--- config.mk ---
export PLATFORM = sky130hd
export DESIGN_NAME = fnd_core
export DESIGN_NICKNAME = d
export VERILOG_FILES = /design/src/rtl/fnd_pkg.sv /design/src/rtl/fnd_core.sv
export SDC_FILE = /design/constraint.sdc
export NUM_CORES = 1
export LEC_CHECK = 0
export ABC_AREA = 1
export BUFFER_PORTS_ARGS = -buffer_cell sky130_fd_sc_hd__buf_4
export CELL_PAD_IN_SITES_DETAIL_PLACEMENT = 0
export CELL_PAD_IN_SITES_GLOBAL_PLACEMENT = 1
export CORE_MARGIN = 2
export CORE_UTILIZATION = 35
export CTS_CLUSTER_DIAMETER = 150
export DETAILED_ROUTE_END_ITERATION = 8
export PLACE_DENSITY = 0.75
export SYNTH_ARGS = -nofsm -noshare
export SYNTH_HDL_FRONTEND = slang
export SYNTH_SLANG_ARGS = --single-unit
export TNS_END_PERCENT = 5
--- constraint.sdc ---
create_clock -name mclk -period 9.3 [get_ports mclk]
set_input_delay 0.93 -clock mclk [delete_from_list [all_inputs] [get_ports mclk]]
set_output_delay 0.93 -clock mclk [all_outputs]
set_load 0.02 [all_outputs]
--- src/rtl/fnd_pkg.sv ---
// Package for the fractional-N divider control block
package fnd_pkg;
  // ----------------------------------------
  // Field positions in configuration words
  // ----------------------------------------
  localparam int WHOLE_LSB = 15;
  localparam int WHOLE_W = 16;
  localparam int FRAC_LSB = 3;
  localparam int FRAC_W = 12;
  localparam int SKIP_CAL_BIT = 28;
  localparam int BAND_LSB = 3;
  localparam int BAND_W = 8;
  localparam int BAND_EXT_LSB = 3;
  localparam int BAND_EXT_W = 4;
  localparam int LOCK_BASE_BIT = 7;
  localparam int LOCK_MID_BIT = 26;
  localparam int LOCK_HI_BIT = 27;
  localparam int REFDIV_W = 10;
  // ----------------------------------------
  // Reset values and timing counts
  // ----------------------------------------
  localparam logic [15:0] WHOLE_RST = 16'h0000;
  localparam logic [15:0] DEN_RST = 16'h0002;
  localparam logic [9:0] REFDIV_RST = 10'h001;
  localparam int DITHER_LEN_LOG2 = 21;
  localparam logic [11:0] BAND_CYCLES = 12'h040;
  // Lock window codes, in tenths of a nanosecond
  localparam logic [7:0] LW_10_0 = 8'h64;
  localparam logic [7:0] LW_6_0 = 8'h3C;
  localparam logic [7:0] LW_3_0 = 8'h1E;
  localparam logic [7:0] LW_4_0 = 8'h28;
  localparam logic [7:0] LW_4_5 = 8'h2D;
  localparam logic [7:0] LW_1_5 = 8'h0F;

  // Divider settings carried together
  typedef struct packed {
    logic [15:0] whole;
    logic [15:0] num;
    logic [15:0] den;
  } fnd_ratio_t;
endpackage

--- src/rtl/fnd_core.sv ---
// Fractional-N feedback divider control core
`timescale 1ns/1ps
`default_nettype none
// Behaviour
// - Ratio is whole plus numerator over denominator
// - Whole value from word 0 bits 30:15
// - Numerator from word 0 bits 14:3
// - Denominator word 1 bits 14:3, host-limited
// - Word 7 upper bits widen to sixteen
// - Zero numerator gives integer-only ratio
// - Detector rate from reference, doubler, pre-divider
// - Divide-by-two doubles effective pre-division
// - Doubler doubles detector frequency
// - Band divider eight bits, four upper extension
// - Lock window from three select bits
// - Undithered repeat length follows denominator factors
// - Dither gives repeat length two to 21
// - Phase detector, second edge clears both outputs, no overlap
// - Band select at power-up and word 0
// - Skip bit suppresses word 0 band select, resync
module fnd_core
  import fnd_pkg::*;
(
  input wire logic mclk, // Detector-rate clock
  input wire logic rst, // Synchronous reset
  input wire logic ce, // Clock enable
  input wire logic [31:0] word0, // Configuration word 0
  input wire logic word0_wr, // Word 0 written pulse
  input wire logic [31:0] word1, // Configuration word 1
  input wire logic [31:0] word2, // Configuration word 2
  input wire logic [31:0] word4, // Configuration word 4
  input wire logic [31:0] word6, // Configuration word 6
  input wire logic ext_en, // Word 7 extension active
  input wire logic [3:0] num_upper, // Numerator upper bits
  input wire logic [3:0] denominator_upper_bits, // Denominator upper bits
  input wire logic [9:0] ref_div, // Reference pre-divider
  input wire logic ref_half, // Reference divide-by-two
  input wire logic doubler_en, // Reference doubler enable
  input wire logic dither_en, // Modulator dither enable
  input wire logic ref_edge, // Reference counter pulse, async
  input wire logic fb_edge, // Feedback counter pulse, async
  input wire logic resync_en, // Phase resync enabled
  output logic [15:0] fb_div, // Instantaneous feedback divide
  output logic int_mode, // Integer-only mode
  output logic [11:0] band_div, // Band clock divider
  output logic [7:0] lock_window, // Lock window, tenths of ns
  output logic [10:0] pre_div, // Effective pre-division
  output logic ref_mult, // Reference multiplier minus one
  output logic [23:0] repeat_len, // Modulator repeat length
  output logic band_busy, // Band selection running
  output logic resync_req, // Resync request pulse
  output logic pd_up, // Detector up output
  output logic pd_dn // Detector down output
);
  import fnd_pkg::*;

  // ----------------------------------------
  // Field decode
  // ----------------------------------------
  fnd_ratio_t ratio;
  logic lock_window_base_sel;
  logic lock_window_mid_sel;
  logic lock_window_hi_sel;
  logic [3:0] band_clock_div_upper;
  logic skip_cal;
  // Word fields and widened numerator and denominator
  always_comb begin
    ratio.whole = word0[WHOLE_LSB +: WHOLE_W];
    ratio.num = {ext_en ? num_upper : 4'h0,
                 word0[FRAC_LSB +: FRAC_W]};
    ratio.den = {ext_en ? denominator_upper_bits : 4'h0,
                 word1[FRAC_LSB +: FRAC_W]};
    lock_window_base_sel = word2[LOCK_BASE_BIT];
    lock_window_mid_sel = word6[LOCK_MID_BIT];
    lock_window_hi_sel = word6[LOCK_HI_BIT];
    band_clock_div_upper = word6[BAND_EXT_LSB +: BAND_EXT_W];
    skip_cal = word1[SKIP_CAL_BIT];
  end

  // ----------------------------------------
  // Synchronisers for detector inputs
  // ----------------------------------------
  logic [1:0] ref_sync;
  logic [1:0] fb_sync;
  logic ref_last;
  logic fb_last;
  logic [1:0] next_ref_sync;
  logic [1:0] next_fb_sync;
  logic next_ref_last;
  logic next_fb_last;
  logic ref_rise;
  logic fb_rise;
  // Shift pins in; edge detect on second stage only
  always_comb begin
    next_ref_sync = {ref_sync[0], ref_edge};
    next_fb_sync = {fb_sync[0], fb_edge};
    next_ref_last = ref_sync[1];
    next_fb_last = fb_sync[1];
    ref_rise = ref_sync[1] & ~ref_last;
    fb_rise = fb_sync[1] & ~fb_last;
  end
  always_ff @(posedge mclk) begin
    if (rst) begin
      ref_sync <= 2'h0;
      fb_sync <= 2'h0;
      ref_last <= 1'b0;
      fb_last <= 1'b0;
    end else if (ce) begin
      ref_sync <= next_ref_sync;
      fb_sync <= next_fb_sync;
      ref_last <= next_ref_last;
      fb_last <= next_fb_last;
    end
  end

  // ----------------------------------------
  // Phase-frequency detector
  // ----------------------------------------
  logic next_pd_up;
  logic next_pd_dn;
  // Set on edges; the second edge clears both in the same cycle, so both are never up together
  always_comb begin
    next_pd_up = pd_up | ref_rise;
    next_pd_dn = pd_dn | fb_rise;
    if (next_pd_up && next_pd_dn) begin
      next_pd_up = 1'b0;
      next_pd_dn = 1'b0;
    end
  end
  always_ff @(posedge mclk) begin
    if (rst) begin
      pd_up <= 1'b0;
      pd_dn <= 1'b0;
    end else if (ce) begin
      pd_up <= next_pd_up;
      pd_dn <= next_pd_dn;
    end
  end

  // ----------------------------------------
  // Sigma-delta modulator, first order
  // ----------------------------------------
  logic [16:0] acc;
  logic [16:0] next_acc;
  logic [22:0] lfsr;
  logic [22:0] next_lfsr;
  logic carry;
  logic [15:0] next_fb_div;
  logic [16:0] sum;
  // Accumulate numerator modulo denominator, dithered LSB
  always_comb begin
    next_lfsr = {lfsr[21:0], lfsr[20] ^ lfsr[17]};
    sum = acc + {1'b0, ratio.num} +
          {16'h0000, dither_en & lfsr[0] & ~int_mode};
    carry = (sum >= {1'b0, ratio.den});
    next_acc = carry ? sum - {1'b0, ratio.den} : sum;
    if (int_mode) begin
      next_acc = 17'h0_0000;
    end
    next_fb_div = ratio.whole + {15'h0000, carry & ~int_mode};
  end
  always_ff @(posedge mclk) begin
    if (rst) begin
      acc <= 17'h0_0000;
      lfsr <= 23'h00_0001;
      fb_div <= WHOLE_RST;
    end else if (ce) begin
      acc <= next_acc;
      lfsr <= next_lfsr;
      fb_div <= next_fb_div;
    end
  end

  // ----------------------------------------
  // Static settings
  // ----------------------------------------
  logic [7:0] next_lock_window;
  logic [23:0] next_repeat_len;
  logic div2;
  logic div3;
  // Window table and repeat length
  always_comb begin
    case ({lock_window_hi_sel, lock_window_mid_sel,
           lock_window_base_sel})
      3'h0: next_lock_window = LW_10_0;
      3'h1: next_lock_window = LW_6_0;
      3'h2, 3'h3: next_lock_window = LW_3_0;
      3'h4: next_lock_window = LW_4_0;
      3'h5: next_lock_window = LW_4_5;
      default: next_lock_window = LW_1_5;
    endcase
    div2 = ~ratio.den[0];
    div3 = (ratio.den % 16'h0003) == 16'h0000;
    if (dither_en) begin
      next_repeat_len = 24'h1 << DITHER_LEN_LOG2;
    end else if (div2 && div3) begin
      next_repeat_len = {8'h00, ratio.den} * 24'h6;
    end else if (div3) begin
      next_repeat_len = {8'h00, ratio.den} * 24'h3;
    end else if (div2) begin
      next_repeat_len = {8'h00, ratio.den} * 24'h2;
    end else begin
      next_repeat_len = {8'h00, ratio.den};
    end
  end
  always_ff @(posedge mclk) begin
    if (rst) begin
      int_mode <= 1'b1;
      band_div <= 12'h000;
      lock_window <= LW_10_0;
      pre_div <= {1'b0, REFDIV_RST};
      ref_mult <= 1'b0;
      repeat_len <= {8'h00, DEN_RST};
    end else if (ce) begin
      int_mode <= (ratio.num == 16'h0000);
      band_div <= {band_clock_div_upper,
                   word4[BAND_LSB +: BAND_W]};
      lock_window <= next_lock_window;
      pre_div <= ref_half ? {ref_div, 1'b0}
                          : {1'b0, ref_div};
      ref_mult <= doubler_en;
      repeat_len <= next_repeat_len;
    end
  end

  // ----------------------------------------
  // Band selection sequencer
  // ----------------------------------------
  typedef enum logic [1:0] {FND_IDLE, FND_BAND} fnd_state_t;
  fnd_state_t state;
  fnd_state_t next_state;
  logic [11:0] cnt;
  logic [11:0] next_cnt;
  logic next_resync_req;
  // Run at power-up and on word 0 unless skipped
  always_comb begin
    next_state = state;
    next_cnt = cnt;
    next_resync_req = 1'b0;
    case (state)
      FND_IDLE: begin
        if (word0_wr && !skip_cal) begin
          next_state = FND_BAND;
          next_cnt = BAND_CYCLES;
        end
      end
      FND_BAND: begin
        if (cnt == 12'h001) begin
          next_state = FND_IDLE;
          next_resync_req = resync_en;
        end
        next_cnt = cnt - 12'h001;
      end
      default: next_state = FND_IDLE;
    endcase
  end
  always_ff @(posedge mclk) begin
    if (rst) begin
      state <= FND_BAND;
      cnt <= BAND_CYCLES;
      resync_req <= 1'b0;
    end else if (ce) begin
      state <= next_state;
      cnt <= next_cnt;
      resync_req <= next_resync_req;
    end
  end
  assign band_busy = (state == FND_BAND);
endmodule
`default_nettype wire

==> metrics.md <==
| Metric | Value |
|---|---|
| Maximum vdd drop | `0.309 mV` |
| Antenna Violating Nets Remaining | `0` |
| Clk_lat worst skew | `~0.42 ns` |
| R2r setup slk | `2.62 ns` |
| Leak | `between 8 and 9 nW` |
| Via count | `13800` |
| GRT Total Usage | `0.202` |
| Share of cells above drive strength 1 | `0.290` |
| Critical Path AT | `9.93 ns` |
| CP max-delay cell | `nand2_1` |
| Synth Flop Type | `dfxtp_1` |
| Commonest non-fill, non-tap cell in the layout | `nand2_1` |
| Clock Skews | `0.0113 ns` |
| Critical path launch point type | `input pin` |
| Final core occ | `0.493` |
| Area Growth Syn to Fin | `38.5%` |
| Clock tree root buffer cell | `clkbuf_16` |
| I/O pin cnt | `266` |
| Outcome | `finished, violations left` |
| Fin crit period | `9.68 ns` |
| Critical path class | `input pin to flop` |
| # port buffers | `156` |
| CTS Sinks | `about 130` |
| Post-synthesis sequential area ratio | `0.208` |
| DR DRC count | `0` |
| Initial Utilization | `0.356` |
| Total die area | `36800 um^2` |
| Routed vias/inst | `4.77` |
| Reg clk slew, reported paths | `0.06 ns` |
| Number of diodes | `0` |
| H-Tree Depth | `4` |
| Clk buf depth | `2` |
| Placer Congestion | `between 0.8 and 0.9` |
| Cell Pwr Density | `338 nW/um^2` |
| Synth warn | `0` |
| Avg Cell Area, Syn | `roughly 6.2 um^2` |
| EDFF count, synth | `0` |
| Final max-slew violation count | `0` |
| Hold Fails Final Rpt | `0` |
| Die height | `192 um` |
| Mapped Cells | `2004` |
| Worst relative slew slack | `0.161` |
| WL final | `~36000 um` |
| Initial antenna violation count | `0` |
| Cell taking the most area after synthesis | `dfxtp_1` |
| Most frequent cells in the layout | `nand2_1 (501), buf_4 (451), inv_1 (229), nor2_1 (212), nand3_1 (135)` |
| Worst Hold Class | `flop to flop` |
| Nets | `2689` |
| Total core area | `34600 um^2` |
| Failing checks | `negative setup slack` |
| Global-route wire length before repair | `61400 um` |
| Synth Register Bits | `128` |
| Final worst slack | `-0.377 ns` |
| Max incr delay on CP | `0.22 ns` |
| Final setup viols | `17` |
| Total global routing overflow | `0` |
| WP data required | `about 9.6 ns` |
| Iter 0 DRT Violations | `655` |
| Final period utilization | `1.04` |
| DP HPWL | `roughly 29000 um` |
| RSZ-0062 raised after global routing | `true` |
| Mapped Area | `12300 um^2` |
| Peak Freq | `0.103 GHz` |
| Slew of the pin with the lowest slew margin | `1.25 ns` |
| CTS tree | `built` |
| Largest net degree at the start of global routing | `88` |
| Post-DP Area | `between 15000 and 20000 um^2` |
| DIE WIDTH | `192 um` |
| WL per Instance | `12.6 um` |
| Top post-synthesis cells by area | `dfxtp_1 (21%), nand2_1 (16%), ha_1 (7.5%), inv_1 (7.1%), nor2_1 (6.9%)` |
| CTS Buf Count | `17` |
| Crit path capture type | `flop` |
| Post-route cell area | `17100 um^2` |
| Number of global-route vias before repair | `13200` |
| Share of the synthesized area in the top cell type | `0.208` |
| Critical Path Fanout Max | `11` |
| Distinct cells, synth | `53` |
| Ys async rst share | `0` |
| MaxCap Viol Count | `0` |
| Pre-antenna DRT Iters | `5` |
| # rows | `68` |
## registers in the layout, summed over array words and instances (netlist names)
register     cells
lfsr            21
repeat_len      20
acc             17
fb_div          16
band_div        12
cnt             12
pre_div         11
lock_window      7
fb_sync          2
ref_sync         2
fb_last          1
int_mode         1
pd_dn            1
pd_up            1
ref_last         1
ref_mult         1
resync_req       1
state            1
## synthesized netlist by cell type, types with 8 or more instances
cell,instances
inv_2,20
o211ai_1,25
o21bai_1,21
inv_1,235
nand2_4,9
nand3_1,146
nand3_2,26
nor3_1,10
clkbuf_1,36
nand3b_1,8
nor2_4,12
xor2_1,63
nor2_2,16
o21ai_0,121
nand2_2,33
a21oi_1,105
nor2_1,226
nand4_1,54
xnor2_1,10
dfxtp_1,128
o21ai_1,10
buf_4,12
ha_1,74
nand2_1,530
## metrics by stage
step | setup WS (ns) | cells | setup TNS [ns] | hold slack [ns] | power, mW
after floorplan | 0.00249 | 2008 | 0 | 0.423 | 2.98
after global placement | -0.963 | 2845 | -15.27 | 0.439 | 4.86
after detailed placement | -1.20 | 2845 | -19.19 | 0.448 | 4.89
after CTS | -0.252 | 2885 | -3.49 | 0.458 | 5.73
after global routing | -1.30 | 2890 | -20.86 | 0.481 | 6.33
final | -0.377 | 2890 | -5.67 | 0.457 | 5.77
## worst max-delay path: cells and delay by family
family	cells	cell delay [ns]
AND/OR/NAND/NOR	55	6.21
buffers and inverters	18	2.01
adder cells (fa/ha/maj)	3	0.55
AO/OA/AOI/OAI	2	0.19
## logic make-up (layout without fill, tap and decap cells)
group	after synthesis	count (layout)	share of synthesized area
compound gates	311	311	0.143
other cells	1	5	0.000304
flops	128	128	0.208
simple gates	1088	1090	0.408
xor+xnor	73	73	0.0518
buf+inv	325	750	0.108
fa+ha+maj	78	78	0.0815
## path summary, 6_finish.rpt
| path | from | end | cells after the start |
|---|---|---|---|
| setup / recovery | word1[12] | repeat_len[15] | 78 |
| hold reg to reg | ref_last | ref_last | 2 |
| setup reg to reg | lfsr[0] | fb_div[14] | 36 |
| hold / removal | ref_last | ref_last | 2 |
## what timing repair did
action	in CTS	in global routing
pin swaps	16	25
cloned	2	0
buffers inserted	6	5
resized for setup	56	41
hold buffers	0	0
endpoints found under the hold margin	0	0
setup endpoints to repair	17	17
## where the power goes
group | total [mW] | internal, mW | switching (mW)
Sequential | 0.611 | 0.587 | 0.0241
Clock | 0.634 | 0.350 | 0.283
Combinational | 4.53 | 2.06 | 2.47
Total | 5.77 | 2.99 | 2.78
## metal layers
layer,up-vias,track usage,wire length (um)
met5,-,0,0
met4,0,0.0379,323
met3,26,0.0301,1680
met2,212,0.342,16900
met1,6230,0.272,17600
li1,7321,-,-
## area by class of cell
cell class	instances	area [um^2]
Clock buffer	18	429
Clock inverter	14	123
Fill cell	3592	17500
Inverter	259	978
Multi-Input combinational cell	1557	8910
Sequential cell	128	2560
Tap cell	455	569
Timing Repair Buffer	459	3520
(Power assumes the default switching activity.)
